`config.mk`:
```
export PLATFORM = sky130hd
export DESIGN_NAME = stack_sleep_wake_control
export DESIGN_NICKNAME = d
export VERILOG_FILES = /design/src/design/stack_sleep_wake_control.v
export VERILOG_INCLUDE_DIRS = /design/src /design/src/design
export SDC_FILE = /design/constraint.sdc
export NUM_CORES = 1
export LEC_CHECK = 0
export BUFFER_PORTS_ARGS = -buffer_cell sky130_fd_sc_hd__buf_2
export CAP_MARGIN = 5
export CORE_ASPECT_RATIO = 0.9
export CORE_MARGIN = 1.5
export CORE_UTILIZATION = 45
export CTS_BUF_LIST = sky130_fd_sc_hd__clkbuf_2 sky130_fd_sc_hd__clkbuf_4 sky130_fd_sc_hd__clkbuf_8
export CTS_CLUSTER_SIZE = 25
export DETAILED_ROUTE_END_ITERATION = 12
export HOLD_SLACK_MARGIN = 0.1
export PLACE_DENSITY = 0.6
export SLEW_MARGIN = 5
export SYNTH_ARGS = -nofsm -noshare
export SYNTH_HDL_FRONTEND = slang
export SYNTH_SLANG_ARGS = --single-unit
```
`constraint.sdc`:
```
create_clock -name clk_i -period 8.1 [get_ports clk_i]
set_input_delay 0.81 -clock clk_i [delete_from_list [all_inputs] [get_ports clk_i]]
set_output_delay 0.81 -clock clk_i [all_outputs]
set_load 0.02 [all_outputs]
```
`src/design/stack_sleep_wake_consts.vh`:
```
// Timing figures and command codes for the stack sleep and wake control
`ifndef STACK_SLEEP_WAKE_CONSTS_VH
`define STACK_SLEEP_WAKE_CONSTS_VH

// Clock rate in kHz (50 ns period)
`define CLK_KHZ 20000

// Longest sleep wait per chain rate, in microseconds
`define SLEEP_WAIT_1000K_US 500
`define SLEEP_WAIT_500K_US 2000
`define SLEEP_WAIT_333K_US 4000

// Wake time allowed per stacked device, in microseconds
`define WAKE_PER_DEV_US 14500

// Wake line pattern: driven high this long, detected after this long
`define WAKE_TX_US 100
`define WAKE_DET_US 50

// Chain rate select codes
`define RATE_1000K 2'h0
`define RATE_500K 2'h1
`define RATE_333K 2'h2

// Decoded command codes
`define CMD_SLEEP 4'h1
`define CMD_WAKEUP 4'h2
`define CMD_PRECURSOR 4'h3
`define CMD_HARD_STACK_RESET_CMD 4'h4

// Control state encodings
`define ST_AWAKE 3'h0
`define ST_WAIT 3'h1
`define ST_SLEEP 3'h2
`define ST_SCAN 3'h3
`define ST_WAKE_TX 3'h4
`define ST_SETTLE 3'h5

`endif

```
`src/design/stack_sleep_wake_control.v`:
```
// Sleep entry, wake and wake-acknowledge control for one stacked device
`timescale 1ns/10ps
`default_nettype none
`include "stack_sleep_wake_consts.vh"

module stack_sleep_wake_control #(
	parameter integer CW = 24,
	parameter integer SLEEP_CYC_1000K =
		`SLEEP_WAIT_1000K_US * `CLK_KHZ / 1000,
	parameter integer SLEEP_CYC_500K = `SLEEP_WAIT_500K_US * `CLK_KHZ / 1000,
	parameter integer SLEEP_CYC_333K = `SLEEP_WAIT_333K_US * `CLK_KHZ / 1000,
	parameter integer WAKE_DEV_CYC = `WAKE_PER_DEV_US * `CLK_KHZ / 1000
) (
	input wire clk_i,
	input wire nrst_i,
	input wire ce_i,
	input wire is_master_i,
	input wire is_top_i,
	input wire [4:0] stack_size_i,
	input wire [1:0] rate_sel_i,
	input wire cmd_valid_i,
	input wire [3:0] cmd_code_i,
	input wire cmd_broadcast_i,
	input wire cmd_crc_ok_i,
	input wire dn_frame_valid_i,
	input wire ack_rx_i,
	input wire fault_resp_rx_i,
	input wire host_resp_read_i,
	input wire wdog_expire_i,
	input wire osc_fault_i,
	input wire over_temp_i,
	input wire balance_done_i,
	input wire scan_cont_i,
	input wire scan_tick_i,
	input wire scan_done_i,
	input wire fault_det_i,
	input wire dn_wake_line_i,
	input wire up_wake_line_i,
	output reg asleep_o,
	output reg scan_wake_o,
	output reg up_wake_tx_o,
	output reg dn_wake_tx_o,
	output reg ack_dn_o,
	output reg host_ack_o,
	output reg nak_o,
	output reg hard_stack_reset_cmd_pass_o,
	output reg fault_resp_send_o,
	output reg host_response_pending_n_o
);

	localparam [CW-1:0] WAKE_TX_CYC = `WAKE_TX_US * `CLK_KHZ / 1000;
	localparam [CW-1:0] WAKE_DET_CYC = (`WAKE_DET_US * `CLK_KHZ + 999) / 1000;

	// Sleep wait length for the chain rate
	function [CW-1:0] sleep_cyc;
		input [1:0] rate;
		begin
			case (rate)
			`RATE_500K: sleep_cyc = SLEEP_CYC_500K[CW-1:0];
			`RATE_333K: sleep_cyc = SLEEP_CYC_333K[CW-1:0];
			default: sleep_cyc = SLEEP_CYC_1000K[CW-1:0];
			endcase
		end
	endfunction

	// Per-device wake time times devices above the first
	function [CW-1:0] stack_cyc;
		input [4:0] n;
		reg [31:0] prod;
		begin
			prod = WAKE_DEV_CYC * ((n == 5'h00) ? 0 : n - 1);
			stack_cyc = prod[CW-1:0];
		end
	endfunction

	reg dn_s1_r, dn_s2_r, dn_s3_r, dn_filt_r;
	reg up_s1_r, up_s2_r, up_s3_r, up_filt_r;
	reg [CW-1:0] dn_hi_r, up_hi_r;
	reg dn_det_r, up_det_r;
	reg [2:0] state_r, state_nxt;
	reg [CW-1:0] cnt_r, cnt_nxt;
	reg trap_r, trap_nxt;
	reg scan_on_r, scan_on_nxt;
	reg bal_done_r, bal_done_nxt;
	reg fault_org_r, fault_org_nxt;
	reg fwd_up_r, fwd_up_nxt;
	reg fwd_dn_r, fwd_dn_nxt;
	reg ack_dn_nxt, host_ack_nxt, nak_nxt, hard_stack_reset_cmd_nxt, fresp_nxt;
	reg pend_set;
	wire dn_valid;
	wire cmd_ok;

	assign dn_valid = dn_frame_valid_i & ~up_wake_tx_o;
	assign cmd_ok = cmd_valid_i & cmd_crc_ok_i;

	// Wake line inputs: three stages, change taken once last two agree
	always @(posedge clk_i or negedge nrst_i) begin
		if (!nrst_i) begin
			dn_s1_r <= 1'b0;
			dn_s2_r <= 1'b0;
			dn_s3_r <= 1'b0;
			dn_filt_r <= 1'b0;
			up_s1_r <= 1'b0;
			up_s2_r <= 1'b0;
			up_s3_r <= 1'b0;
			up_filt_r <= 1'b0;
		end else if (ce_i) begin
			dn_s1_r <= dn_wake_line_i;
			dn_s2_r <= dn_s1_r;
			dn_s3_r <= dn_s2_r;
			up_s1_r <= up_wake_line_i;
			up_s2_r <= up_s1_r;
			up_s3_r <= up_s2_r;
			if (dn_s2_r == dn_s3_r) begin
				dn_filt_r <= dn_s3_r;
			end
			if (up_s2_r == up_s3_r) begin
				up_filt_r <= up_s3_r;
			end
		end
	end

	// wake pattern is a held-high line, no frame decode
	always @(posedge clk_i or negedge nrst_i) begin
		if (!nrst_i) begin
			dn_hi_r <= {CW{1'b0}};
			up_hi_r <= {CW{1'b0}};
			dn_det_r <= 1'b0;
			up_det_r <= 1'b0;
		end else if (ce_i) begin
			dn_hi_r <= dn_filt_r ? ((dn_hi_r == WAKE_DET_CYC) ? dn_hi_r :
				dn_hi_r + 1'b1) : {CW{1'b0}};
			up_hi_r <= up_filt_r ? ((up_hi_r == WAKE_DET_CYC) ? up_hi_r :
				up_hi_r + 1'b1) : {CW{1'b0}};
			dn_det_r <= (dn_hi_r == WAKE_DET_CYC - 1'b1);
			up_det_r <= (up_hi_r == WAKE_DET_CYC - 1'b1);
		end
	end

	// Control state machine
	always @* begin
		state_nxt = state_r;
		cnt_nxt = cnt_r;
		trap_nxt = trap_r;
		scan_on_nxt = scan_on_r;
		bal_done_nxt = bal_done_r | balance_done_i;
		fault_org_nxt = fault_org_r;
		fwd_up_nxt = fwd_up_r;
		fwd_dn_nxt = fwd_dn_r;
		ack_dn_nxt = 1'b0;
		host_ack_nxt = 1'b0;
		nak_nxt = 1'b0;
		hard_stack_reset_cmd_nxt = 1'b0;
		fresp_nxt = 1'b0;
		pend_set = 1'b0;
		// precursor traps the next host command
		if (cmd_ok && is_master_i && trap_r) begin
			trap_nxt = 1'b0;
			if (cmd_code_i == `CMD_HARD_STACK_RESET_CMD) begin
				hard_stack_reset_cmd_nxt = 1'b1;
			end else if (cmd_code_i == `CMD_WAKEUP && cmd_broadcast_i) begin
				state_nxt = `ST_WAKE_TX;
				cnt_nxt = WAKE_TX_CYC;
				fault_org_nxt = 1'b0;
				fwd_up_nxt = 1'b1;
				fwd_dn_nxt = 1'b0;
			end else begin
				nak_nxt = 1'b1;
			end
		end else if (cmd_ok && is_master_i &&
				cmd_code_i == `CMD_PRECURSOR) begin
			// same trap whether asleep or awake
			trap_nxt = 1'b1;
		end else if (cmd_ok && is_master_i && cmd_code_i == `CMD_WAKEUP &&
				!cmd_broadcast_i) begin
			nak_nxt = 1'b1;
		end else begin
			case (state_r)
			`ST_AWAKE: begin
				if (wdog_expire_i || osc_fault_i || over_temp_i) begin
					state_nxt = `ST_SLEEP;
					scan_on_nxt = scan_cont_i;
				end else if (cmd_ok && cmd_broadcast_i &&
						cmd_code_i == `CMD_SLEEP) begin
					state_nxt = `ST_WAIT;
					cnt_nxt = sleep_cyc(rate_sel_i);
					bal_done_nxt = 1'b0;
				end else if (ack_rx_i && !is_master_i) begin
					ack_dn_nxt = 1'b1;
				end else if (ack_rx_i) begin
					host_ack_nxt = 1'b1;
					pend_set = 1'b1;
				end
			end
			`ST_WAIT: begin
				if (cmd_ok && cmd_broadcast_i &&
						cmd_code_i == `CMD_SLEEP) begin
					cnt_nxt = sleep_cyc(rate_sel_i);
				end else if (dn_valid) begin
					state_nxt = `ST_AWAKE;
				end else if (wdog_expire_i || osc_fault_i || over_temp_i ||
						cnt_r <= 1) begin
					state_nxt = `ST_SLEEP;
					scan_on_nxt = scan_cont_i;
				end else begin
					cnt_nxt = cnt_r - 1'b1;
				end
			end
			`ST_SLEEP, `ST_SCAN: begin
				if (dn_det_r || up_det_r) begin
					state_nxt = `ST_WAKE_TX;
					cnt_nxt = WAKE_TX_CYC;
					fault_org_nxt = 1'b0;
					fwd_up_nxt = dn_det_r;
					fwd_dn_nxt = up_det_r & ~is_master_i;
				end else if (cmd_ok && is_master_i && cmd_broadcast_i &&
						cmd_code_i == `CMD_WAKEUP) begin
					state_nxt = `ST_WAKE_TX;
					cnt_nxt = WAKE_TX_CYC;
					fault_org_nxt = 1'b0;
					fwd_up_nxt = 1'b1;
					fwd_dn_nxt = 1'b0;
				end else if (state_r == `ST_SCAN && fault_det_i) begin
					state_nxt = `ST_WAKE_TX;
					cnt_nxt = WAKE_TX_CYC;
					fault_org_nxt = 1'b1;
					fwd_up_nxt = 1'b1;
					fwd_dn_nxt = ~is_master_i;
				end else if (state_r == `ST_SCAN && scan_done_i) begin
					state_nxt = `ST_SLEEP;
				end else if (state_r == `ST_SLEEP && scan_on_r &&
						scan_tick_i) begin
					state_nxt = `ST_SCAN;
				end
			end
			`ST_WAKE_TX: begin
				if (cnt_r <= 1) begin
					state_nxt = `ST_SETTLE;
					cnt_nxt = stack_cyc(stack_size_i);
				end else begin
					cnt_nxt = cnt_r - 1'b1;
				end
			end
			`ST_SETTLE: begin
				if (ack_rx_i && is_master_i) begin
					host_ack_nxt = 1'b1;
					pend_set = 1'b1;
				end
				if (!fault_org_r && !is_top_i) begin
					state_nxt = `ST_AWAKE;
				end else if (cnt_r <= 1) begin
					state_nxt = `ST_AWAKE;
					if (fault_org_r && is_master_i) begin
						pend_set = 1'b1;
					end else if (fault_org_r) begin
						fresp_nxt = 1'b1;
					end else begin
						ack_dn_nxt = 1'b1;
					end
				end else begin
					cnt_nxt = cnt_r - 1'b1;
				end
			end
			default: begin
				state_nxt = `ST_AWAKE;
			end
			endcase
		end
		if (is_master_i && fault_resp_rx_i) begin
			pend_set = 1'b1;
		end
	end

	always @(posedge clk_i or negedge nrst_i) begin
		if (!nrst_i) begin
			state_r <= `ST_AWAKE;
			cnt_r <= {CW{1'b0}};
			trap_r <= 1'b0;
			scan_on_r <= 1'b0;
			bal_done_r <= 1'b0;
			fault_org_r <= 1'b0;
			fwd_up_r <= 1'b0;
			fwd_dn_r <= 1'b0;
			asleep_o <= 1'b0;
			scan_wake_o <= 1'b0;
			up_wake_tx_o <= 1'b0;
			dn_wake_tx_o <= 1'b0;
			ack_dn_o <= 1'b0;
			host_ack_o <= 1'b0;
			nak_o <= 1'b0;
			hard_stack_reset_cmd_pass_o <= 1'b0;
			fault_resp_send_o <= 1'b0;
			host_response_pending_n_o <= 1'b1;
		end else if (ce_i) begin
			state_r <= state_nxt;
			cnt_r <= cnt_nxt;
			trap_r <= trap_nxt;
			scan_on_r <= scan_on_nxt;
			bal_done_r <= bal_done_nxt;
			fault_org_r <= fault_org_nxt;
			fwd_up_r <= fwd_up_nxt;
			fwd_dn_r <= fwd_dn_nxt;
			// only receivers and timing run asleep
			asleep_o <= (state_nxt == `ST_SLEEP);
			scan_wake_o <= (state_nxt == `ST_SCAN);
			up_wake_tx_o <= (state_nxt == `ST_WAKE_TX) & fwd_up_nxt;
			dn_wake_tx_o <= (state_nxt == `ST_WAKE_TX) & fwd_dn_nxt;
			ack_dn_o <= ack_dn_nxt;
			host_ack_o <= host_ack_nxt;
			nak_o <= nak_nxt;
			hard_stack_reset_cmd_pass_o <= hard_stack_reset_cmd_nxt;
			fault_resp_send_o <= fresp_nxt;
			// Set wins over host read
			if (pend_set) begin
				host_response_pending_n_o <= 1'b0;
			end else if (host_resp_read_i) begin
				host_response_pending_n_o <= 1'b1;
			end
		end
	end

endmodule // stack_sleep_wake_control
`default_nettype wire

```
==> results.toml, run 1 <==
[outcome]
run_status = "complete, no violations"

[final_layout]
area_delta_synth_final_pct = 7.591
drive_above_1_share_pct = 9.407
final_nets = 1107
finalNonFillerCells = 1218
final_cell_mix = "dfrtp_1 (99), inv_1 (92), nor2_1 (85), nand2_1 (75), o21ai_0 (71)"
utilization_pct = 49.48
layout_commonest_cell = "dfrtp_1"
diodes = 0

[cts]
cts_tree = "done"
clock_sinks = 100
path_clk_slew_ns = 0.11
clockRootBuffer = "clkbuf_8"
worstSkewPairLatency_ns = 0.38
clockBufferDepth = 2
post_cts_buffers = 0
hold_buffers = 0
cts-buffers-inserted = 9
h-tree-depth = 3
cts_resized = 0

[power_and_ir_drop]
p_leak_nw = 4.124
vdd_ir_drop_max_mv = 0.1506
p_per_area_nw_per_um2 = 228.6

[flow_run]
cap_violations = 0

[route]
via_per_inst = 5.518
ant_nets = 0
vias = 6721
drcViolationCount = 0
routed_wl_um = 18520
drtIter0Drc = 441
dr.pass1.iters = 5
wl_per_cell_um = 15.21

[place]
io_buffers = 41
gp_congestion = 0.8762
post-place-cells = 1202
hpwlAfterDp_um = 13870

[critical_path]
reg2reg_depth = 8
crit_path_start = "stack_size_i[0]"
crit_path_max_incr_delay_ns = 0.55
reg2reg_to = "cnt_r[19]"
start_kind = "input pin"
crit_top_cell = "ha_1"
r2r_slack_ns = 4.45
worstPathRequired_ns = 8.36
path_cells = "buf_2 -> or3_1 -> or4_1 -> buf_4 -> inv_1 -> ha_1 -> xor2_1 -> ha_1 -> ha_1 -> fa_1 -> fa_1 -> inv_1 -> fa_1 -> inv_1 -> ha_1 -> and3_1 -> o211ai_1 -> a31oi_1 -> o21a_1 -> or3_1 -> a31oi_1 -> o21ai_0"
crit_arrival_ns = 6.44
cp_max_fo = 12
endpoint_kind = "register"
worst-path-buf-inv = 5
critPathTopFamily = "adder cells"
critPathSlowestCell = "fa_1"
r2r-start = "cnt_r[11]"
critPathKind = "input pin to register"

[die]
die_w_um = 144.7
initial_core_util_pct = 45.99
num_rows = 46
fp.coreArea_um2 = 17670
io_pins = 43
dieHeight_um = 130.5
die_area_um2 = 18870

[sta]
drv_slew = 0
worst_pin_slew_ns = 0.9540
fmax_ghz = 0.1618
period_needed_ns = 6.181
final.setup.tns_ns = 0
finalClockSkew_ns = 0.01208
rsz0062_at_grt = "no"
setup-violations-final = 0
finalHoldViolations = 0
min_period_over_period_pct = 76.30
slew_headroom_pct = 35.81

[logic_synthesis]
synth-main-ff-cell = "dfrtp_1"
synth_seq_cells = 100
synth_edf_count = 0
synth_nets = 1076
yosys_warnings = 0
async_reset_ff_share_pct = 100.0
synth_area_um2 = 8127
avgSynthCellArea_um2 = 8.627
syn_inst = 942
seq_area_frac_synth_pct = 30.81
post_synth_fa_ha_maj_area_fraction_pct = 18.41
synthSimpleGateAreaFrac_pct = 21.68
synth_top_family_by_area = "simple AND/OR/NAND/NOR gates"
synth_xor_area_share_pct = 6.251
synth_compound_area_share_pct = 15.78
ys_types = 69
yosys-mux-area-fraction_pct = 1.093

[global_route]
grt_pass1_wl_um = 31030
track_usage_pct = 20.56
grt_pass1_vias = 6311
globalRouteOverflowTotal = 0
grt_max_degree = 62
antenna_found_initial = 0

[min_path]
hold_path_class = "input pin to async pin"
## how the worst max path moves through the flow
stage	to	slack (ns)	cells after the start
2_1_floorplan	cnt_r[22]	1.26	22
3_3_place_gp	cnt_r[22]	1.54	22
3_5_place_dp	cnt_r[22]	1.49	22
4_1_cts	cnt_r[22]	1.91	22
5_1_grt	cnt_r[22]	1.60	23
6_report	cnt_r[22]	1.92	22
## final cells by class
cell class,count,area [µm²]
inverters,93,349.1
multi-input cells,720,5137
fillers,1714,8926
clock buffers,9,123.9
clock inverters,7,61.31
repair buffers,49,267.8
flip-flops and latches,100,2504
well taps,240,300.3
## synth_stat cells, types with 12 or more instances
cell	number	area [µm²]
nor3_1	22	110.1
o21ai_0	71	355.3
nand2b_1	13	81.33
nor2b_1	12	75.07
dfrtp_1	99	2477
nand3_1	36	180.2
nand2_1	75	281.5
xor2_1	36	315.3
fa_1	31	620.6
xnor2_1	22	192.7
nor2_1	85	319.1
and3_1	15	93.84
clkbuf_1	24	90.09
ha_1	70	875.8
nand4_1	16	100.1
inv_1	92	345.3
a21oi_1	45	225.2
nor4_1	15	93.84
## metal layers
| layer | up-vias | share of wire [%] | GRT usage, % |
|---|---|---|---|
| met3 | 13 | 4.1 | 3.972 |
| met4 | 0 | 0.99 | 3.506 |
| met1 | 3211 | 51 | 30.08 |
| met2 | 137 | 44 | 32.09 |
| met5 | - | 0 | 0 |
| li1 | 3360 | - | - |
## flip-flops by register name, summed over array words and instances, names as in the netlist, 3 cells and up
register,count
dn_hi_r,24
state_r,3
cnt_r,24
up_hi_r,24
## where the power goes
part	switching [mW]	internal, mW	leakage, nW
clock	0.195	0.119	0.0945
sequential	0.112	0.579	1.34
combinational	0.598	0.394	2.69
## cells by family after synthesis
family	count (synthesis)
compound gates	207
flops	100
fa+ha+maj	101
xor+xnor	58
buf+inv	122
simple gates	346
mux	8
## through the flow
| stage | total power, mW | cell area, µm² | hold slack [ns] | worst slack, ns |
|---|---|---|---|---|
| CTS | 2.007 | 8743 | 0.4051 | 1.906 |
| floorplan | 1.437 | 8127 | 0.4613 | 1.261 |
| finish | 1.998 | 8743 | 0.3918 | 1.919 |
| global route | 2.183 | 8743 | 0.4145 | 1.596 |
| global placement | 1.676 | 8558 | 0.4652 | 1.543 |
| detailed placement | 1.686 | 8558 | 0.4676 | 1.494 |
(Power assumes the default switching activity.)
==> inputs of run 2 (changes only) <==
Settings changed: ABC_AREA set to 1, PLACE_DENSITY 0.6 to 0.62.
Clock period 8.1 ns to 5.2 ns, I/O delays scaled along.
==> run 2 against run 1 <==
  * Sequential power grew 42%
  * Non-clock buffer count grew 23
  * Synthesized cell count grew 37%
  * Setup slack lost 1.6 ns
==> results.toml, run 2 <==
[outcome]
run_status = "complete, no violations"

[logic_synthesis]
ys_types = 54
async_reset_ff_share_pct = 100.0
seq_area_frac_synth_pct = 27.18
synth-main-ff-cell = "dfrtp_1"
yosys.area.top_type_share_pct = 26.89
synth.most_common_cell = "nand2_1"
yosys-top-cells-area = "dfrtp_1 (27%), nand2_1 (12%), ha_1 (9.5%), inv_1 (7.6%), fa_1 (6.7%)"
yosys_warnings = 0
synth_common_cells = "nand2_1 (301), inv_1 (187), nor2_1 (138)"
yosysTopAreaCell = "dfrtp_1"
synth_seq_cells = 100
synth_edf_count = 0
synth_nets = 1426
synth_area_um2 = 9213
avgSynthCellArea_um2 = 7.130
syn_inst = 1292

[die]
io_pins = 43
die_area_um2 = 21340
initial_core_util_pct = 45.95
fp.coreArea_um2 = 20050
num_rows = 49
dieHeight_um = 138.7
die_w_um = 153.8

[route]
dr_wl_met3_um = 960
drtIter0Drc = 541
ant_nets = 0
met1_length_um = 11390
vias = 8491
dr.pass1.iters = 5
highest_layer = "met4"
wl_per_cell_um = 14.30
drcViolationCount = 0
routed_wl_um = 23060
wl_met2_um = 10390
via_per_inst = 5.264

[sta]
drv_slew = 0
finalClockSkew_ns = 0.01819
finalWorstSetupSlack_ns = 0.3369
worst_pin_slew_ns = 0.9927
min_period_over_period_pct = 93.52
slew_headroom_pct = 33.66
finalHoldViolations = 0
period_needed_ns = 4.863
fmax_ghz = 0.2056
setup-violations-final = 0

[final_layout]
final_nets = 1487
layout_commonest_cell = "nand2_1"
drive_above_1_share_pct = 11.63
diodes = 0
area_delta_synth_final_pct = 10.92
utilization_pct = 50.97
final_cell_mix = "nand2_1 (298), inv_1 (184), nor2_1 (134), dfrtp_1 (99), nand3_1 (80)"
top_regs = "cnt_r: 24 flops, dn_hi_r: 24 flops, up_hi_r: 24 flops"
finalNonFillerCells = 1613

[critical_path]
cp_max_fo = 4
crit_top_cell = "nand2_1"
reg2reg_to = "dn_hi_r[5]"
r2r-start = "dn_hi_r[0]"
worstPathRequired_ns = 5.47
endpoint_kind = "register"
worst-path-buf-inv = 8
critPathSlowestCell = "fa_1"
r2r_slack_ns = 2.35
crit_arrival_ns = 5.13
critPathKind = "input pin to register"
crit_path_max_incr_delay_ns = 0.54
reg2reg_depth = 10
critPathTopFamily = "adder cells"
start_kind = "input pin"

[place]
gp_congestion = 0.9614
post-place-cells = 1597
io_buffers = 41
dp_slack_ns = -0.1858
hpwlAfterDp_um = 18440

[cts]
cts_tree = "done"
clock_sinks = 100
cts-buffers-inserted = 9
path_clk_slew_ns = 0.11
post_cts_buffers = 0
worstSkewPairLatency_ns = 0.38
hold_buffers = 0
clockRootBuffer = "clkbuf_8"
h-tree-depth = 3
clockBufferDepth = 2

[power_and_ir_drop]
vdd_ir_drop_max_mv = 0.2163
p_per_area_nw_per_um2 = 315.0
p_leak_nw = 5.055

[global_route]
globalRouteOverflowTotal = 0
track_usage_pct = 22.51
antenna_found_initial = 0
grt_pass1_wl_um = 39360
grt_max_degree = 65
grt_pass1_vias = 8216

[flow_run]
cap_violations = 0

[min_path]
hold_path_class = "input pin to async pin"
==> run 2: cell count changes after synthesis, sizes merged, moves of 16 or more <==
| cell | previous run | this run |
|---|---|---|
| o31ai | 9 | 25 |
| nor2 | 86 | 154 |
| nand4 | 16 | 43 |
| nand2 | 75 | 303 |
| nand3 | 36 | 84 |
| inv | 92 | 201 |
==> run 2: cell families after synthesis <==
group | Yosys count | share of synthesized area (%)
compound gates | 180 | 11.87
xor+xnor | 52 | 4.944
fa+ha+maj | 101 | 16.24
buf+inv | 226 | 9.548
flops | 100 | 27.18
mux | 1 | 0.1222
simple gates | 632 | 30.10
==> run 2: what timing repair did <==
| action | in CTS | in global routing |
|---|---|---|
| setup endpoints to repair | 0 | 8 |
| hold endpoints to repair | 0 | 0 |
| gates resized for setup | 0 | 15 |
==> run 2: worst max path at each step <==
| stage | from | end | slack, ns | cells past startpoint |
|---|---|---|---|---|
| floorplan | stack_size_i[0] | cnt_r[22] | 0.01 | 28 |
| global placement | stack_size_i[0] | cnt_r[18] | -0.12 | 26 |
| detailed placement | stack_size_i[0] | cnt_r[22] | -0.19 | 30 |
| CTS | stack_size_i[0] | cnt_r[18] | 0.23 | 27 |
| global route | stack_size_i[0] | cnt_r[19] | -0.01 | 28 |
| finish | stack_size_i[0] | cnt_r[22] | 0.34 | 31 |
==> run 2: stage by stage <==
stage | total power, mW | instance area [µm²] | setup TNS (ns) | hold slack (ns)
after global routing | 3.521 | 10220 | -0.01857 | 0.2806
after CTS | 3.211 | 10160 | 0 | 0.2431
after global placement | 2.639 | 9948 | -0.5310 | 0.4547
after floorplan | 2.195 | 9291 | 0 | 0.2244
final | 3.219 | 10220 | 0 | 0.2135
after detailed placement | 2.654 | 9948 | -0.8012 | 0.4594
==> run 2: metal layers <==
layer	global-route usage, %	vias to the layer above
met5	0	-
met3	2.563	26
li1	-	4340
met4	5.110	0
met1	32.12	3943
met2	36.68	182
==> run 2: power breakdown <==
part | switching (mW) | leakage (nW) | total [mW] | internal, mW
Clock | 0.295 | 0.107 | 0.540 | 0.245
Sequential | 0.110 | 1.34 | 0.981 | 0.871
Combinational | 1.05 | 3.61 | 1.70 | 0.649
==> run 2: area by class of cell <==
type,instances,area [µm²]
flip-flops and latches,100,2504
fillers,2011,9829
inverters,204,772.0
multi-input cells,966,5956
repair buffers,72,452.9
clock inverters,6,77.57
clock buffers,10,137.6
well taps,255,319.1
==> inputs of run 3 (changes only) <==
Settings changed: CELL_PAD_IN_SITES_DETAIL_PLACEMENT set to 1, CELL_PAD_IN_SITES_GLOBAL_PLACEMENT set to 2, CORE_UTILIZATION 45 to 34, PLACE_DENSITY 0.62 to 0.78.
==> run 3 against run 2 <==
  * Sequential share of layout area down 0.40 points
  * Total power up 5.3%
  * Utilization down 12 points
  * Clock skew down 0.0031 ns
  * Clock power up 13%
  * Wire length up 22%
  * Die area up 32%
  * Non-clock buffer count up 10
  * Fmax down 0.72%
  * Critical endpoint unchanged
  * Highest routed layer unchanged
==> results.toml, run 3 (synthesis results as in run 2) <==
[critical_path]
crit_top_cell = "nand2_1"
critPathTopFamily = "adder cells"
crit_arrival_ns = 5.26
endpoint_kind = "register"
critPathSlowestCell = "fa_1"
crit_path_max_incr_delay_ns = 0.54
worst-path-buf-inv = 5
worstPathRequired_ns = 5.56
cp_max_fo = 4
start_kind = "input pin"
critPathKind = "input pin to register"

[cts]
cts-buffers-inserted = 9
clock_sinks = 100
clockBufferDepth = 2
cts_tree = "done"
h-tree-depth = 3
path_clk_slew_ns = 0.12
worstSkewPairLatency_ns = 0.42
clockRootBuffer = "clkbuf_8"
hold_buffers = 0

[power_and_ir_drop]
power_mw = 3.389
vdd_ir_drop_max_mv = 0.1160
p_per_area_nw_per_um2 = 326.2
p_leak_nw = 5.102

[final_layout]
layout_commonest_cell = "nand2_1"
drive_above_1_share_pct = 12.13
multi_input_area_um2 = 5934
area_delta_synth_final_pct = 12.78
finalNonFillerCells = 1716
final_nets = 1497
seq_area_um2 = 2504
diodes = 0
fillers = 3443
top_regs = "cnt_r: 24 flops, dn_hi_r: 24 flops, up_hi_r: 24 flops"
utilization_pct = 39.44
final_cell_mix = "nand2_1 (299), inv_1 (185), nor2_1 (135), dfrtp_1 (99), nand3_1 (80)"

[die]
die_area_um2 = 28090
dieHeight_um = 159.2
initial_core_util_pct = 34.97
die_w_um = 176.5
num_rows = 56
io_pins = 43
fp.coreArea_um2 = 26350

[route]
drcViolationCount = 0
drtIter0Drc = 423
dr.pass1.iters = 5
vias = 8659
via_per_inst = 5.046
routed_wl_um = 28210
ant_nets = 0
wl_per_cell_um = 16.44

[place]
io_buffers = 41
gp_congestion = 0.8541
hpwlAfterDp_um = 22900
post-place-cells = 1700

[global_route]
grt_pass1_wl_um = 47440
track_usage_pct = 21.13
grt_max_degree = 57
antenna_found_initial = 0
globalRouteOverflowTotal = 0
grt_pass1_vias = 8926

[flow_run]
cap_violations = 0

[sta]
fmax_ghz = 0.2041
timing.hold.ws_ns = 0.1331
finalClockSkew_ns = 0.01510
drv_slew = 0
min_period_over_period_pct = 94.20
slew_headroom_pct = 32.86
rsz0062_at_grt = "yes"
worst_pin_slew_ns = 1.005
period_needed_ns = 4.899
finalHoldViolations = 0
setup-violations-final = 0

[outcome]
run_status = "complete, no violations"

[min_path]
hold_path_class = "input pin to async pin"
## run 3: changes by cell type in the layout (fill, tap and decap cells not counted), sizes merged
cell    previous run  this run
bufinv             1         2
clkbuf            10         9
clkinv             4         3
buf               72        82
inv              203       204
## run 3: worst register-to-register path, cell delays in order, from the launching register on
cell and delay (ns):
dfrtp_1 0.42, inv_1 0.13, ha_1 0.17, nand4_1 0.14
nor2_1 0.15, nand4_1 0.10, nand2_1 0.76, inv_1 0.42
nand2_1 0.26, o21ai_0 0.13, a21oi_1 0.13
## run 3: power by group
part / switching (mW) / leakage, nW / internal, mW
registers: 0.115 / 1.34 / 0.871
clock network: 0.332 / 0.113 / 0.280
logic: 1.12 / 3.65 / 0.671
## run 3: path summary, 6_finish.rpt
path	startpoint	endpoint	slack, ns	cells after the start
max	stack_size_i[0]	cnt_r[22]	0.30	31
min	nrst_i	cnt_r[2]	0.13	1
max reg2reg	dn_hi_r[0]	dn_hi_r[5]	2.31	10
min reg2reg	up_s2_r	up_s2_r	0.48	2
max in group asynchronous	nrst_i	dn_hi_r[20]	3.86	2
min in group clk_i	dn_wake_line_i	dn_s1_r	0.32	3
## run 3: stage by stage
stage               cell area [µm²]  setup WS (ns)  TNS (ns)
global route                  10390       -0.01823  -0.01823
global placement              10130        -0.1351   -0.7311
finish                        10390         0.3015         0
floorplan                      9291        0.01286         0
CTS                           10360         0.1748         0
detailed placement            10130        -0.2707    -1.404
## run 3: area by class of cell
cell class / count / area share [%]
multi-input combinational: 966 / 57.12
sequential: 100 / 24.10
inverter: 204 / 7.430
timing repair buffer: 82 / 4.961
tap: 348 / 4.191
clock buffer: 9 / 1.192
clock inverter: 7 / 1.012
## run 3: routing by layer
layer  GRT usage [%]  wire, µm
met1           32.26     15060
met2           31.73     11950
met3           3.247      1003
met4           3.120       196
met5               0         0
## run 3: repair_timing
action                     4_1_cts  5_1_grt
setup endpoints to repair        0        6
buffers inserted                 0        0
gates resized for setup          0       12
